==> src/verilog/ssf_pkg.sv <==
// constants, encodings and types shared by the store/shift/flag execution block
package ssf_pkg;

  // register offsets on the bus, byte addresses of aligned words
  localparam logic [7:0] REG_INSTR     = 8'h00;
  localparam logic [7:0] REG_STATUS    = 8'h04;
  localparam logic [7:0] REG_GPR_INDEX = 8'h08;
  localparam logic [7:0] REG_GPR_DATA  = 8'h0c;
  localparam logic [7:0] REG_STACK_PTR = 8'h10;
  localparam logic [7:0] REG_NVM_BASE  = 8'h14;
  localparam logic [7:0] REG_CYCLES    = 8'h18;

  // reset values
  localparam logic [15:0] INSTR_RST     = 16'h0000;
  localparam logic [7:0]  FLAGS_RST     = 8'h00;
  localparam logic [15:0] SP_RST        = 16'h0000;
  localparam logic [15:0] NVM_BASE_RST  = 16'h1000;

  // cpu_flag_register bit positions
  localparam int FLAG_C = 0;
  localparam int FLAG_Z = 1;
  localparam int FLAG_N = 2;
  localparam int FLAG_V = 3;
  localparam int FLAG_S = 4;
  localparam int FLAG_H = 5;
  localparam int FLAG_T = 6;
  localparam int FLAG_I = 7;

  // status word fields above the flags
  localparam int STATUS_BUSY_BIT = 8;
  localparam int STATUS_ILL_BIT  = 9;

  // register file layout
  localparam int         REG_COUNT = 32;
  localparam logic [4:0] REG_R0    = 5'd0;
  localparam logic [4:0] REG_Y_LO  = 5'd28;
  localparam logic [4:0] REG_Y_HI  = 5'd29;
  localparam logic [4:0] REG_Z_LO  = 5'd30;
  localparam logic [4:0] REG_Z_HI  = 5'd31;

  // cycle counts for internal ram
  localparam logic [1:0] CYC_STORE = 2'd1;
  localparam logic [1:0] CYC_IO    = 2'd1;
  localparam logic [1:0] CYC_PUSH  = 2'd1;
  localparam logic [1:0] CYC_POP   = 2'd2;
  localparam logic [1:0] CYC_LPM   = 2'd3;
  localparam logic [1:0] CYC_ONE   = 2'd1;

  // the operand-less program_memory_fetch_load word
  localparam logic [15:0] OPC_LPM_R0 = 16'h95c8;

  typedef enum logic [1:0] {
    ST_IDLE = 2'b00,
    ST_EXEC = 2'b01
  } ssf_state_type;

  typedef enum logic [4:0] {
    OP_ILLEGAL, OP_OFFSET_WRITE, OP_WRITE_INC, OP_WRITE_DEC, OP_FETCH_LOAD,
    OP_IO_READ, OP_IO_WRITE, OP_PUSH, OP_POP, OP_SHIFT, OP_IO_BIT_SET,
    OP_IO_BIT_CLEAR, OP_BIT_TO_T, OP_T_TO_BIT, OP_FLAG_SET, OP_FLAG_CLEAR,
    OP_BREAK, OP_NO_OPERATION, OP_SLEEP, OP_WATCHDOG_RESTART
  } ssf_op_type;

  typedef enum logic [2:0] {
    SH_LSL_ZERO, SH_ROL_CARRY, SH_LSR_ZERO, SH_ROR_CARRY, SH_ASR_SIGNED, SH_SWAP
  } ssf_shift_type;

endpackage

==> src/verilog/ssf_mem_if.sv <==
// request and answer bundle between the core and the data memory port
interface ssf_mem_if;
  logic        req;
  logic        we;
  logic [15:0] addr;
  logic [7:0]  wdata;
  logic [7:0]  rdata;
  logic        done;

  modport core (output req, output we, output addr, output wdata, input rdata, input done);
  modport port (input req, input we, input addr, input wdata, output rdata, output done);
endinterface

==> src/verilog/ssf_core.sv <==
// execution block for stores, program loads, i/o, stack, shifts and flag operations
// How it works
// - offset write stores at pointer plus q
// - write via Z, then Z plus one
// - Z minus one, then write there, one cycle
// - program fetch into r0 or rd, three cycles
// - i/o read and write in one cycle
// - push stores register, one cycle, flags kept
// - pop restores register in two cycles, flags kept
// - left shifts: bit7 to carry, fill zero/carry
// - right shifts: bit0 to carry, zero/carry/sign fill
// - i/o bit set or clear, one cycle
// - register bit copied into transfer flag
// - transfer flag copied into register bit
// - set or clear any single flag
// - controller memory accesses add wait cycles
module ssf_core #(
  parameter int ADR_W = 8
) (
  input  logic             clk,
  input  logic             rst,
  input  logic             ce,
  input  logic             wb_cyc_i,
  input  logic             wb_stb_i,
  input  logic             wb_we_i,
  input  logic [ADR_W-1:0] wb_adr_i,
  input  logic [3:0]       wb_sel_i,
  input  logic [31:0]      wb_dat_i,
  output logic [31:0]      wb_dat_o,
  output logic             wb_ack_o,
  output logic             dm_req,
  output logic             dm_we,
  output logic [15:0]      dm_addr,
  output logic [7:0]       dm_wdata,
  input  logic [7:0]       dm_rdata,
  input  logic             dm_wait,
  output logic [15:0]      pm_addr,
  input  logic [7:0]       pm_rdata,
  output logic [5:0]       io_addr,
  output logic             io_re,
  output logic             io_we,
  output logic [7:0]       io_wdata,
  input  logic [7:0]       io_rdata,
  output logic             break_pulse,
  output logic             sleep_pulse,
  output logic             wdr_pulse
);
  import ssf_pkg::*;

  // opcode decode; loads and arithmetic live elsewhere and come back illegal
  function automatic ssf_op_type decode(input logic [15:0] w);
    ssf_op_type op;
    op = OP_ILLEGAL;
    casez (w)
      16'b0000_0000_0000_0000: op = OP_NO_OPERATION;
      16'b0000_11??_????_????,
      16'b0001_11??_????_????: begin
        if ({w[9], w[3:0]} == w[8:4]) begin
          op = OP_SHIFT;
        end
      end
      16'b10?0_??1?_????_????: op = OP_OFFSET_WRITE;
      16'b1001_001?_????0001: op = OP_WRITE_INC;
      16'b1001_001?_????0010: op = OP_WRITE_DEC;
      16'b1001_001?_????1111: op = OP_PUSH;
      16'b1001_000?_????0100,
      16'b1001_000?_????0101,
      16'b1001_0101_1100_1000: op = OP_FETCH_LOAD;
      16'b1001_000?_????1111: op = OP_POP;
      16'b1001_010?_????0010,
      16'b1001_010?_????0101,
      16'b1001_010?_????0110,
      16'b1001_010?_????0111: op = OP_SHIFT;
      16'b1001_0100_0???1000: op = OP_FLAG_SET;
      16'b1001_0100_1???1000: op = OP_FLAG_CLEAR;
      16'b1001_0101_1000_1000: op = OP_SLEEP;
      16'b1001_0101_1001_1000: op = OP_BREAK;
      16'b1001_0101_1010_1000: op = OP_WATCHDOG_RESTART;
      16'b1001_1010_????_????: op = OP_IO_BIT_SET;
      16'b1001_1000_????_????: op = OP_IO_BIT_CLEAR;
      16'b1011_0???_????_????: op = OP_IO_READ;
      16'b1011_1???_????_????: op = OP_IO_WRITE;
      16'b1111_101?_????0???: op = OP_BIT_TO_T;
      16'b1111_100?_????0???: op = OP_T_TO_BIT;
      default: op = OP_ILLEGAL;
    endcase
    return op;
  endfunction

  // which shift a shift-class word selects
  function automatic ssf_shift_type shift_kind(input logic [15:0] w);
    ssf_shift_type k;
    k = SH_SWAP;
    if (w[15:12] == 4'h0) begin
      k = SH_LSL_ZERO;
    end else if (w[15:12] == 4'h1) begin
      k = SH_ROL_CARRY;
    end else if (w[3:0] == 4'h6) begin
      k = SH_LSR_ZERO;
    end else if (w[3:0] == 4'h7) begin
      k = SH_ROR_CARRY;
    end else if (w[3:0] == 4'h5) begin
      k = SH_ASR_SIGNED;
    end
    return k;
  endfunction

  // execute cycles beyond the first, internal ram assumed
  function automatic logic [1:0] extra_cycles(input ssf_op_type op);
    logic [1:0] n;
    n = CYC_ONE - 2'd1;
    case (op)
      OP_FETCH_LOAD: n = CYC_LPM - 2'd1;
      OP_POP:        n = CYC_POP - 2'd1;
      OP_PUSH:       n = CYC_PUSH - 2'd1;
      OP_IO_READ,
      OP_IO_WRITE:   n = CYC_IO - 2'd1;
      OP_OFFSET_WRITE,
      OP_WRITE_INC,
      OP_WRITE_DEC:  n = CYC_STORE - 2'd1;
      default:       n = CYC_ONE - 2'd1;
    endcase
    return n;
  endfunction

  // byte-lane merge for the 16-bit registers
  function automatic logic [15:0] merge16(input logic [15:0] old_v, input logic [15:0] new_v,
                                          input logic [3:0] sel);
    return {sel[1] ? new_v[15:8] : old_v[15:8], sel[0] ? new_v[7:0] : old_v[7:0]};
  endfunction

  logic [7:0]    gpr_ff [REG_COUNT];
  ssf_state_type state_ff;
  ssf_op_type    op_ff;
  logic [15:0]   word_ff;
  logic [1:0]    cnt_ff;
  logic [15:0]   cyc_cnt_ff;
  logic          illegal_ff;
  logic [7:0]    flags_ff;
  logic [15:0]   sp_ff;
  logic [15:0]   nvm_base_ff;
  logic [4:0]    gpr_idx_ff;
  logic [15:0]   pm_addr_ff;
  logic          wb_ack_ff;
  logic [31:0]   wb_dat_ff;
  logic          break_ff;
  logic          sleep_ff;
  logic          wdr_ff;

  logic          access;
  logic          wr_fire;
  logic          idle;
  logic          start;
  logic [15:0]   new_word;
  logic          last;
  logic          mem_op;
  logic          commit;
  logic [4:0]    d_idx;
  logic [7:0]    rr;
  logic [2:0]    bit_sel;
  logic [15:0]   y_ptr;
  logic [15:0]   z_ptr;
  logic [15:0]   z_next;
  logic [15:0]   disp_addr;
  logic [7:0]    sh_result;
  logic [7:0]    sh_flags;
  logic [7:0]    io_bit_mask;

  ssf_mem_if mem ();

  // operand fields of the word in flight
  assign d_idx     = word_ff[8:4];
  assign rr        = gpr_ff[d_idx];
  assign bit_sel   = word_ff[2:0];
  assign y_ptr     = {gpr_ff[REG_Y_HI], gpr_ff[REG_Y_LO]};
  assign z_ptr     = {gpr_ff[REG_Z_HI], gpr_ff[REG_Z_LO]};
  assign disp_addr = (word_ff[3] ? y_ptr : z_ptr)
                     + {10'h000, word_ff[13], word_ff[11:10], word_ff[2:0]};
  assign io_bit_mask = 8'h01 << bit_sel;

  // bus handshake: writes land on the edge where the master sees ack
  assign access   = wb_cyc_i && wb_stb_i && !wb_ack_ff;
  assign wr_fire  = wb_cyc_i && wb_stb_i && wb_we_i && wb_ack_ff;
  assign idle     = (state_ff == ST_IDLE);
  assign new_word = merge16(word_ff, wb_dat_i[15:0], wb_sel_i);
  assign start    = wr_fire && idle && (wb_adr_i == ADR_W'(REG_INSTR));
  assign wb_ack_o = wb_ack_ff;
  assign wb_dat_o = wb_dat_ff;

  // the action happens in the last execute cycle; memory ops may stretch it
  assign last   = (state_ff == ST_EXEC) && (cnt_ff == 2'd0);
  assign mem_op = (op_ff == OP_OFFSET_WRITE) || (op_ff == OP_WRITE_INC) ||
                  (op_ff == OP_WRITE_DEC) || (op_ff == OP_PUSH) || (op_ff == OP_POP);
  assign commit = last && (!mem_op || mem.done);

  // data memory request, address by addressing form
  assign mem.req   = last && mem_op;
  assign mem.we    = (op_ff != OP_POP);
  assign mem.wdata = rr;
  always_comb begin
    z_next   = z_ptr + 16'h0001;
    mem.addr = z_ptr;
    case (op_ff)
      OP_OFFSET_WRITE: mem.addr = disp_addr;
      OP_WRITE_INC:    mem.addr = z_ptr;
      OP_WRITE_DEC: begin
        z_next   = z_ptr - 16'h0001;
        mem.addr = z_next;
      end
      OP_PUSH:         mem.addr = sp_ff;
      OP_POP:          mem.addr = sp_ff + 16'h0001;
      default:         mem.addr = z_ptr;
    endcase
  end

  // i/o space: reads feed the register file, bit ops read-modify-write in one cycle
  assign io_addr  = (op_ff == OP_IO_READ || op_ff == OP_IO_WRITE) ?
                    {word_ff[10:9], word_ff[3:0]} : {1'b0, word_ff[7:3]};
  assign io_re    = last && (op_ff == OP_IO_READ || op_ff == OP_IO_BIT_SET ||
                             op_ff == OP_IO_BIT_CLEAR);
  assign io_we    = last && (op_ff == OP_IO_WRITE || op_ff == OP_IO_BIT_SET ||
                             op_ff == OP_IO_BIT_CLEAR);
  always_comb begin
    io_wdata = rr;
    if (op_ff == OP_IO_BIT_SET) begin
      io_wdata = io_rdata | io_bit_mask;
    end else if (op_ff == OP_IO_BIT_CLEAR) begin
      io_wdata = io_rdata & ~io_bit_mask;
    end
  end

  assign pm_addr     = pm_addr_ff;
  assign break_pulse = break_ff;
  assign sleep_pulse = sleep_ff;
  assign wdr_pulse   = wdr_ff;

  ssf_shift_unit u_shift (
    .kind      (shift_kind(word_ff)),
    .value     (rr),
    .flags_in  (flags_ff),
    .result    (sh_result),
    .flags_out (sh_flags)
  );

  ssf_mem_port u_mem (
    .clk      (clk),
    .rst      (rst),
    .ce       (ce),
    .mem      (mem.port),
    .nvm_base (nvm_base_ff),
    .dm_req   (dm_req),
    .dm_we    (dm_we),
    .dm_addr  (dm_addr),
    .dm_wdata (dm_wdata),
    .dm_rdata (dm_rdata),
    .dm_wait  (dm_wait)
  );

  // sequencer: idle until software writes a word, then count execute cycles
  always_ff @(posedge clk) begin
    if (rst) begin
      state_ff   <= ST_IDLE;
      op_ff      <= OP_NO_OPERATION;
      word_ff    <= INSTR_RST;
      cnt_ff     <= 2'd0;
      cyc_cnt_ff <= 16'h0000;
      illegal_ff <= 1'b0;
      pm_addr_ff <= 16'h0000;
    end else if (ce) begin
      case (state_ff)
        ST_IDLE: begin
          if (start) begin
            state_ff   <= ST_EXEC;
            word_ff    <= new_word;
            op_ff      <= decode(new_word);
            cnt_ff     <= extra_cycles(decode(new_word));
            cyc_cnt_ff <= 16'h0000;
            illegal_ff <= (decode(new_word) == OP_ILLEGAL);
            pm_addr_ff <= z_ptr;
          end
        end
        ST_EXEC: begin
          cyc_cnt_ff <= cyc_cnt_ff + 16'h0001;
          if (cnt_ff != 2'd0) begin
            cnt_ff <= cnt_ff - 2'd1;
          end else if (commit) begin
            state_ff <= ST_IDLE;
          end
        end
        default: state_ff <= ST_IDLE;
      endcase
    end
  end

  // register file: bus writes only while idle, so they never race an instruction
  always_ff @(posedge clk) begin
    if (rst) begin
      for (int i = 0; i < REG_COUNT; i++) begin
        gpr_ff[i] <= 8'h00;
      end
    end else if (ce) begin
      if (wr_fire && idle && (wb_adr_i == ADR_W'(REG_GPR_DATA)) && wb_sel_i[0]) begin
        gpr_ff[gpr_idx_ff] <= wb_dat_i[7:0];
      end else if (commit) begin
        case (op_ff)
          OP_FETCH_LOAD: begin
            gpr_ff[(word_ff == OPC_LPM_R0) ? REG_R0 : d_idx] <= pm_rdata;
            if (word_ff[3:0] == 4'h5) begin
              gpr_ff[REG_Z_LO] <= z_next[7:0];
              gpr_ff[REG_Z_HI] <= z_next[15:8];
            end
          end
          OP_WRITE_INC,
          OP_WRITE_DEC: begin
            gpr_ff[REG_Z_LO] <= z_next[7:0];
            gpr_ff[REG_Z_HI] <= z_next[15:8];
          end
          OP_IO_READ:  gpr_ff[d_idx] <= io_rdata;
          OP_POP:      gpr_ff[d_idx] <= mem.rdata;
          OP_SHIFT:    gpr_ff[d_idx] <= sh_result;
          OP_T_TO_BIT: gpr_ff[d_idx][bit_sel] <= flags_ff[FLAG_T];
          default: begin
          end
        endcase
      end
    end
  end

  // flag register: besides bus writes while idle, only shifts, the transfer-flag copy and flag set/clear change it
  always_ff @(posedge clk) begin
    if (rst) begin
      flags_ff <= FLAGS_RST;
    end else if (ce) begin
      if (wr_fire && idle && (wb_adr_i == ADR_W'(REG_STATUS)) && wb_sel_i[0]) begin
        flags_ff <= wb_dat_i[7:0];
      end else if (commit) begin
        case (op_ff)
          OP_SHIFT:      flags_ff <= sh_flags;
          OP_BIT_TO_T:   flags_ff[FLAG_T] <= rr[bit_sel];
          OP_FLAG_SET:   flags_ff[word_ff[6:4]] <= 1'b1;
          OP_FLAG_CLEAR: flags_ff[word_ff[6:4]] <= 1'b0;
          default: begin
          end
        endcase
      end
    end
  end

  // stack pointer: push stores then moves down, pop moves up then reads
  always_ff @(posedge clk) begin
    if (rst) begin
      sp_ff <= SP_RST;
    end else if (ce) begin
      if (wr_fire && idle && (wb_adr_i == ADR_W'(REG_STACK_PTR))) begin
        sp_ff <= merge16(sp_ff, wb_dat_i[15:0], wb_sel_i);
      end else if (commit && op_ff == OP_PUSH) begin
        sp_ff <= sp_ff - 16'h0001;
      end else if (commit && op_ff == OP_POP) begin
        sp_ff <= sp_ff + 16'h0001;
      end
    end
  end

  // control instructions hand a one-cycle pulse to the debug, power and watchdog units
  always_ff @(posedge clk) begin
    if (rst) begin
      break_ff <= 1'b0;
      sleep_ff <= 1'b0;
      wdr_ff   <= 1'b0;
    end else if (ce) begin
      break_ff <= commit && (op_ff == OP_BREAK);
      sleep_ff <= commit && (op_ff == OP_SLEEP);
      wdr_ff   <= commit && (op_ff == OP_WATCHDOG_RESTART);
    end
  end

  // bus slave: one wait state, read data captured with ack, unmapped reads zero
  always_ff @(posedge clk) begin
    if (rst) begin
      wb_ack_ff   <= 1'b0;
      wb_dat_ff   <= 32'h0000_0000;
      gpr_idx_ff  <= 5'd0;
      nvm_base_ff <= NVM_BASE_RST;
    end else if (ce) begin
      wb_ack_ff <= access;
      if (wr_fire && (wb_adr_i == ADR_W'(REG_GPR_INDEX)) && wb_sel_i[0]) begin
        gpr_idx_ff <= wb_dat_i[4:0];
      end
      if (wr_fire && (wb_adr_i == ADR_W'(REG_NVM_BASE))) begin
        nvm_base_ff <= merge16(nvm_base_ff, wb_dat_i[15:0], wb_sel_i);
      end
      if (access) begin
        if (wb_adr_i == ADR_W'(REG_INSTR)) begin
          wb_dat_ff <= {16'h0000, word_ff};
        end else if (wb_adr_i == ADR_W'(REG_STATUS)) begin
          wb_dat_ff <= {22'h000000, illegal_ff, !idle, flags_ff};
        end else if (wb_adr_i == ADR_W'(REG_GPR_INDEX)) begin
          wb_dat_ff <= {27'h0000000, gpr_idx_ff};
        end else if (wb_adr_i == ADR_W'(REG_GPR_DATA)) begin
          wb_dat_ff <= {24'h000000, gpr_ff[gpr_idx_ff]};
        end else if (wb_adr_i == ADR_W'(REG_STACK_PTR)) begin
          wb_dat_ff <= {16'h0000, sp_ff};
        end else if (wb_adr_i == ADR_W'(REG_NVM_BASE)) begin
          wb_dat_ff <= {16'h0000, nvm_base_ff};
        end else if (wb_adr_i == ADR_W'(REG_CYCLES)) begin
          wb_dat_ff <= {16'h0000, cyc_cnt_ff};
        end else begin
          wb_dat_ff <= 32'h0000_0000;
        end
      end
    end
  end

endmodule

==> src/verilog/ssf_shift_unit.sv <==
// shift, rotate and nibble swap datapath with its flag results
module ssf_shift_unit (
  input  ssf_pkg::ssf_shift_type kind,
  input  logic [7:0]             value,
  input  logic [7:0]             flags_in,
  output logic [7:0]             result,
  output logic [7:0]             flags_out
);
  import ssf_pkg::*;

  logic c_new;

  // result and carry per kind, then the flags each kind updates
  always_comb begin
    result    = value;
    c_new     = flags_in[FLAG_C];
    flags_out = flags_in;
    case (kind)
      SH_LSL_ZERO: begin
        result = {value[6:0], 1'b0};
        c_new  = value[7];
      end
      SH_ROL_CARRY: begin
        result = {value[6:0], flags_in[FLAG_C]};
        c_new  = value[7];
      end
      SH_LSR_ZERO: begin
        result = {1'b0, value[7:1]};
        c_new  = value[0];
      end
      SH_ROR_CARRY: begin
        result = {flags_in[FLAG_C], value[7:1]};
        c_new  = value[0];
      end
      SH_ASR_SIGNED: begin
        result = {value[7], value[7:1]};
        c_new  = value[0];
      end
      default: begin
        result = {value[3:0], value[7:4]};
      end
    endcase
    // swap keeps every flag, so only the shifts touch them
    if (kind != SH_SWAP) begin
      flags_out[FLAG_C] = c_new;
      flags_out[FLAG_Z] = (result == 8'h00);
      flags_out[FLAG_N] = result[7];
      flags_out[FLAG_V] = result[7] ^ c_new;
    end
    // half carry only follows left moves, taken from the old bit 3
    if (kind == SH_LSL_ZERO || kind == SH_ROL_CARRY) begin
      flags_out[FLAG_H] = value[3];
    end
  end

endmodule

==> src/verilog/ssf_mem_port.sv <==
// data memory port that adds the controller wait for the nonvolatile range
module ssf_mem_port (
  input  logic        clk,
  input  logic        rst,
  input  logic        ce,
  ssf_mem_if.port     mem,
  input  logic [15:0] nvm_base,
  output logic        dm_req,
  output logic        dm_we,
  output logic [15:0] dm_addr,
  output logic [7:0]  dm_wdata,
  input  logic [7:0]  dm_rdata,
  input  logic        dm_wait
);
  import ssf_pkg::*;

  logic setup_ff;
  logic is_nvm;

  assign is_nvm = (mem.addr >= nvm_base);

  // one setup cycle before any controller access; cleared when the access ends
  always_ff @(posedge clk) begin
    if (rst) begin
      setup_ff <= 1'b0;
    end else if (ce) begin
      if (mem.req && mem.done) begin
        setup_ff <= 1'b0;
      end else if (mem.req && is_nvm) begin
        setup_ff <= 1'b1;
      end
    end
  end

  // controller range waits a cycle, then as long as the memory side stalls
  assign dm_req   = mem.req && (!is_nvm || setup_ff);
  assign mem.done = dm_req && !dm_wait;
  assign dm_we    = mem.we;
  assign dm_addr  = mem.addr;
  assign dm_wdata = mem.wdata;
  assign mem.rdata = dm_rdata;

endmodule

==> config.mk <==
export PLATFORM = sky130hd
export DESIGN_NAME = ssf_core
export DESIGN_NICKNAME = d
export VERILOG_FILES = /design/src/verilog/ssf_pkg.sv /design/src/verilog/ssf_mem_if.sv /design/src/verilog/ssf_core.sv /design/src/verilog/ssf_shift_unit.sv /design/src/verilog/ssf_mem_port.sv
export SDC_FILE = /design/constraint.sdc
export NUM_CORES = 1
export LEC_CHECK = 0
export ABC_AREA = 1
export CAP_MARGIN = 20
export CELL_PAD_IN_SITES_DETAIL_PLACEMENT = 1
export CELL_PAD_IN_SITES_GLOBAL_PLACEMENT = 2
export CORE_ASPECT_RATIO = 1.5
export CORE_MARGIN = 3
export CORE_UTILIZATION = 34
export CTS_BUF_LIST = sky130_fd_sc_hd__clkbuf_8
export DETAILED_ROUTE_END_ITERATION = 7
export DONT_BUFFER_PORTS = 1
export PLACE_DENSITY = 0.86
export REMOVE_ABC_BUFFERS = 1
export SKIP_CTS_REPAIR_TIMING = 1
export SYNTH_ARGS = -nofsm -noshare
export SYNTH_HDL_FRONTEND = slang
export SYNTH_SLANG_ARGS = --single-unit
==> constraint.sdc <==
create_clock -name clk -period 5.5 [get_ports clk]
set_input_delay 1.1 -clock clk [delete_from_list [all_inputs] [get_ports clk]]
set_output_delay 1.1 -clock clk [all_outputs]
set_load 0.005 [all_outputs]
==> flow_metrics.py, run 1 <==
metrics = {
    "status": {
        "status": "finished, violations left",
        "violations": "negative setup slack",
    },
    "synthesis": {
        "synth_area_per_cell_um2": 6.826,
        "netlist_instances": 4059,
        "yosysSeqAreaShare": 0.3736,
        "async_flop_share": 0,
        "synth_seq_cells": 389,
        "yosysMostFrequentCell": "nand2_1",
        "yosys-top-cells-count": "1054 x nand2_1, 511 x nor2_1, 470 x nand3_1",
        "yosys-top-cells-area": "edfxtp_1 28%, nand2_1 14%, dfxtp_1 9.6%, nand3_1 8.5%, nor2_1 6.9%",
        "synthDistinctLibCells": 64,
        "ys.flop_type": "edfxtp_1",
        "synth_top_area_frac": 0.2775,
        "synth-edff-count": 256,
        "yosysWarnings": 0,
        "syn-cell-area_um2": 27710,
        "yosysTopAreaCell": "edfxtp_1",
    },
    "route": {
        "viasPerCell": 5.890,
        "drt-total-wl_um": 138000,
        "first_iter_violations": 2194,
        "ant_nets": 0,
        "dr.pass1.iters": 5,
        "drc_errors": 0,
        "vias": 31159,
        "wl_per_cell_um": 26.08,
    },
    "final_layout": {
        "multi_input_area_um2": 15800,
        "nFillCells": 10036,
        "fin_util": 0.4265,
        "seqCellArea_um2": 10360,
        "syn2layout_area_growth_pct": 23.77,
        "layout.nets": 4315,
        "drive_gt1_frac": 0.1741,
    },
    "clock_tree": {
        "clock_sinks": 389,
        "clk_pin_slew_ps": 60,
        "cts_buffers": 69,
        "clock_latency_ps": 710,
        "cts_tree": "done",
        "root_buffer": "clkbuf_8",
        "h-tree-depth": 3,
        "cts.path.max_buffers": 3,
    },
    "sta": {
        "hold_violations": 0,
        "fin_crit_ps": 5724,
        "worstMarginPinSlew_ps": 981.2,
        "fin_ws_ps": -224.3,
        "slew_violations": 0,
        "setup_viol_count_final": 503,
        "finClkSkew_ps": 48.92,
        "setup_tns_ps": -51070,
        "timing.hold.ws_ps": 459.0,
        "rsz0062_at_grt": "true",
        "relSlewSlack": 0.3458,
        "timing.final.crit_share": 1.041,
        "fmax_ghz": 0.1747,
    },
    "critical_path": {
        "cp_slowest_cell": "edfxtp_1",
        "cp_top_family": "simple AND/OR/NAND/NOR gates",
        "critPathLaunchType": "flop",
        "cpMostUsedCell": "nand2_2",
        "critPathRequiredTime_ps": 4400,
        "rrSetupSlack_ps": -200,
        "crit-reg2reg-launch": "gpr_ff[28][1]",
        "worstPathArrival_ps": 4620,
        "cp-startpoint": "gpr_ff[28][1]",
        "cp_num_buf_inv": 5,
        "cp_slowest_stage_delay_ps": 490,
        "cp-end-kind": "primary output",
        "crit_type": "flop to primary output",
        "crit_fanout": 3,
    },
    "grt": {
        "met2_usage": 0.5231,
        "grt_pass1_wl_um": 189900,
        "grtUsageTotal": 0.2941,
        "antenna_found_initial": 3,
        "grt_max_degree": 120,
        "grtUsageMet1": 0.2996,
        "grt-busiest-layer": "met2",
        "grt.overflow.total": 0,
        "grtUsageMet3": 0.04529,
        "grt_pass1_vias": 31460,
    },
    "placed_design": {
        "place_hpwl_um": 91740,
        "port_buffers": 0,
        "gp_congestion": 0.9590,
    },
    "floorplan": {
        "ios": 169,
        "start_util": 0.3446,
        "die_w_um": 239.1,
        "core-area_um2": 80400,
        "row_count": 127,
        "die_area_um2": 85020,
        "die_h_um": 355.6,
    },
    "hold_path": {
        "hp-class": "flop to flop",
        "holdCritStartpoint": "cyc_cnt_ff[15]",
    },
    "flow_run": {
        "drv_cap": 0,
    },
    "pwr": {
        "total_power_mw": 6.555,
        "p_leak_nw": 14.05,
        "p_per_area_nw_per_um2": 191.2,
        "ir_worst_vdd_v": 0.0001132,
    },
}
==> final timing paths <==
kind,endpoint,cells after the start
hold reg to reg,cyc_cnt_ff[15],1
setup / recovery,dm_req,26
hold / removal,cyc_cnt_ff[15],1
setup reg to reg,gpr_ff[1][7],37
==> layer usage <==
metal	wire length [µm]	part of all wire
met1	46070	0.33
met2	68240	0.49
met3	8713	0.063
met4	14930	0.11
met5	11	0.000080
==> cells by family after synthesis <==
family | synth area share
buffers and inverters | 0.09199
AOI/OAI and AO/OA | 0.1579
adders and majority gates | 0.01472
DFF | 0.3736
and+or+nand+nor | 0.3492
other | 0.0001354
xor gates and xnor gates | 0.01106
muxes | 0.001445
==> sequential cells by signal, summed over array words and instances (netlist names), 2 cells and up, named ones only <==
name / flops
wb_dat_o: 16
gpr_ff: 256
nvm_base_ff: 16
flags_ff: 7
word_ff: 16
cyc_cnt_ff: 16
op_ff: 5
pm_addr: 16
sp_ff: 16
cnt_ff: 2
gpr_idx_ff: 5
==> layout make-up <==
cell class / count / area share
flip-flops and latches: 389 / 0.3023
diodes: 2 / 0.0001460
clock inverters: 41 / 0.008064
well taps: 1032 / 0.03766
inverters: 319 / 0.03722
clock buffers: 78 / 0.03131
repair buffers: 364 / 0.1227
multi-input cells: 3065 / 0.4607
==> per-stage QoR <==
stage | instances | worst slack (ps) | area, µm²
after floorplan | 3773 | -2475 | 26410
after global placement | 5097 | -441.3 | 30600
after detailed placement | 5097 | -599.9 | 30600
after CTS | 5216 | -785.0 | 31950
after global routing | 5289 | -504.1 | 34290
final | 5290 | -224.3 | 34290
==> cells in the final DEF (no fill, tap or decap), types with 42 or more instances in the layout <==
cell        n
clkbuf_8   78
o22ai_1    46
inv_1     296
buf_12     61
o21ai_0   286
nand2_1   981
nor2_1    492
nand4_1    72
o211ai_1   53
buf_4     242
nor3_1     42
nand2_2    69
dfxtp_1   127
edfxtp_1  256
nand3_1   415
a21oi_1   213
==> power breakdown <==
part           switching [mW]  internal (mW)  total, mW
registers              0.0405           3.17       3.21
clock network            1.35           1.48       2.83
logic                   0.344          0.169      0.513
Note: power is estimated with default switching activity, not from simulation.
==> run 2, diff against run 1 <==
--- a/config.mk
+++ b/config.mk
@@ -15,7 +15,7 @@
 export CTS_BUF_LIST = sky130_fd_sc_hd__clkbuf_8
 export DETAILED_ROUTE_END_ITERATION = 7
 export DONT_BUFFER_PORTS = 1
-export PLACE_DENSITY = 0.86
+export PLACE_DENSITY = 0.84
 export REMOVE_ABC_BUFFERS = 1
 export SKIP_CTS_REPAIR_TIMING = 1
 export SYNTH_ARGS = -nofsm -noshare
==> flow_metrics.py, run 2 (synthesis results as in run 1) <==
metrics = {
    "clock_tree": {
        "cts_buffers": 68,
        "clock_latency_ps": 730,
        "clock_sinks": 389,
        "root_buffer": "clkbuf_8",
        "cts_tree": "done",
        "cts.path.max_buffers": 3,
        "clk_pin_slew_ps": 60,
        "h-tree-depth": 3,
    },
    "grt": {
        "grt.overflow.total": 0,
        "grt_pass1_wl_um": 190100,
        "grtUsageTotal": 0.2963,
        "antenna_found_initial": 2,
        "grt_max_degree": 183,
        "grt_pass1_vias": 31036,
    },
    "sta": {
        "fmax_ghz": 0.1743,
        "finClkSkew_ps": 55.58,
        "setup_viol_count_final": 506,
        "slew_violations": 0,
        "fin_crit_ps": 5738,
        "worstMarginPinSlew_ps": 1213,
        "fin_ws_ps": -238.3,
        "rsz0062_at_grt": "true",
        "timing.hold.ws_ps": 456.4,
        "setup_tns_ps": -52100,
        "hold_violations": 0,
        "relSlewSlack": 0.1910,
        "timing.final.crit_share": 1.043,
    },
    "final_layout": {
        "fin_util": 0.4294,
        "largest_reg_flops": 256,
        "stdcell_area_um2": 34530,
        "layout.nets": 4331,
        "top_register": "gpr_ff",
        "syn2layout_area_growth_pct": 24.63,
        "final_common_cell": "nand2_1",
        "final_cells": 5309,
        "drive_gt1_frac": 0.1831,
        "final_cell_mix": "966 x nand2_1, 455 x nor2_1, 443 x nand3_1",
    },
    "placed_design": {
        "post_dp_cell_area_um2": 30690,
        "pre_cts_ws_ps": -762.0,
        "gp_congestion": 0.9578,
        "place_hpwl_um": 91330,
        "port_buffers": 0,
        "dp.cells": 5111,
    },
    "floorplan": {
        "ios": 169,
        "core-area_um2": 80400,
        "die_h_um": 355.6,
        "die_w_um": 239.1,
        "start_util": 0.3446,
        "row_count": 127,
        "die_area_um2": 85020,
    },
    "pwr": {
        "total_power_mw": 6.625,
        "power.internal_mw": 4.798,
        "comb_power_share": 0.083,
        "ir_worst_vdd_v": 0.0001447,
        "p_switching_mw": 1.827,
        "p_per_area_nw_per_um2": 191.9,
        "power_frac_seq": 0.484,
        "p_leak_nw": 14.28,
        "switching_share": 0.2758,
        "clkPwrFrac": 0.433,
    },
    "critical_path": {
        "critPathRequiredTime_ps": 4400,
        "crit_type": "flop to primary output",
        "rr_endpoint": "gpr_ff[11][4]",
        "crit_fanout": 7,
        "cpMostUsedCell": "nand2_1",
        "cp-end-kind": "primary output",
        "crit-reg2reg-launch": "gpr_ff[30][0]",
        "cp_slowest_cell": "dfxtp_4",
        "cp_slowest_stage_delay_ps": 360,
        "critPathLaunchType": "flop",
        "rrSetupSlack_ps": -220,
        "cp-startpoint": "word_ff[3]",
        "worstPathArrival_ps": 4640,
        "ff2ff_path_depth": 39,
        "endpoint": "dm_req",
    },
    "route": {
        "wl_per_cell_um": 27.14,
        "drc_errors": 0,
        "ant_nets": 0,
        "viasPerCell": 5.924,
        "drt-total-wl_um": 144100,
        "dr.pass1.iters": 6,
        "first_iter_violations": 2436,
        "vias": 31451,
    },
    "status": {
        "status": "finished, violations left",
        "violations": "negative setup slack",
    },
    "flow_run": {
        "drv_cap": 0,
    },
    "hold_path": {
        "hp-class": "flop to flop",
    },
}
[run 2: changes by cell type in the layout (fill, tap and decap cells not counted), sizes merged]
cell    before  now
nor2       536  537
clkinv      29   45
clkbuf     109  110
diode        2    1
inv        326  314
bufinv       4    3
buf        333  348
[run 2: area by class of cell]
class	instances	area, µm²
well taps	1032	1291
repair buffers	380	4377
multi-input cells	3066	15860
inverters	319	1285
diodes	1	2.502
clock buffers	78	1074
flip-flops and latches	389	10370
clock inverters	44	276.5
fillers	10003	45880
[run 2: worst min-delay path by stage]
stage | depth (start not counted) | start | slack, ps | to
floorplan | 1 | cyc_cnt_ff[15] | 430 | cyc_cnt_ff[15]
finish | 1 | cyc_cnt_ff[15] | 460 | cyc_cnt_ff[15]
global placement | 1 | cyc_cnt_ff[15] | 440 | cyc_cnt_ff[15]
CTS | 1 | rst | 420 | wb_dat_o[8]
global route | 1 | rst | 460 | break_pulse
detailed placement | 1 | cyc_cnt_ff[15] | 450 | cyc_cnt_ff[15]
[run 2: critical path: cells and delay by family, from the launching register on]
family                     cells  cell delay (ps)
and+or+nand+nor               15             1340
buffers and inverters          7              890
AOI/OAI and AO/OA              6              700
adders and majority gates      2              590
DFF                            1              360
[run 2: metal layers]
metal / vias up / wire length, µm / track usage
li1: 14012 / - / -
met1: 15349 / 47580 / 0.3065
met2: 1474 / 70580 / 0.5320
met3: 614 / 9958 / 0.03616
met4: 2 / 15940 / 0.2458
met5: - / 16 / 0
[run 2: power groups by stage]
stage                     Sequential (mW)  Clock [mW]  Combinational [mW]
final                                3.21        2.87               0.551
after global routing                 3.21        3.00               0.585
after CTS                            3.21        2.89               0.442
after detailed placement             3.27           0               0.440
after global placement               3.27           0               0.430
after floorplan                      3.26           0               0.289
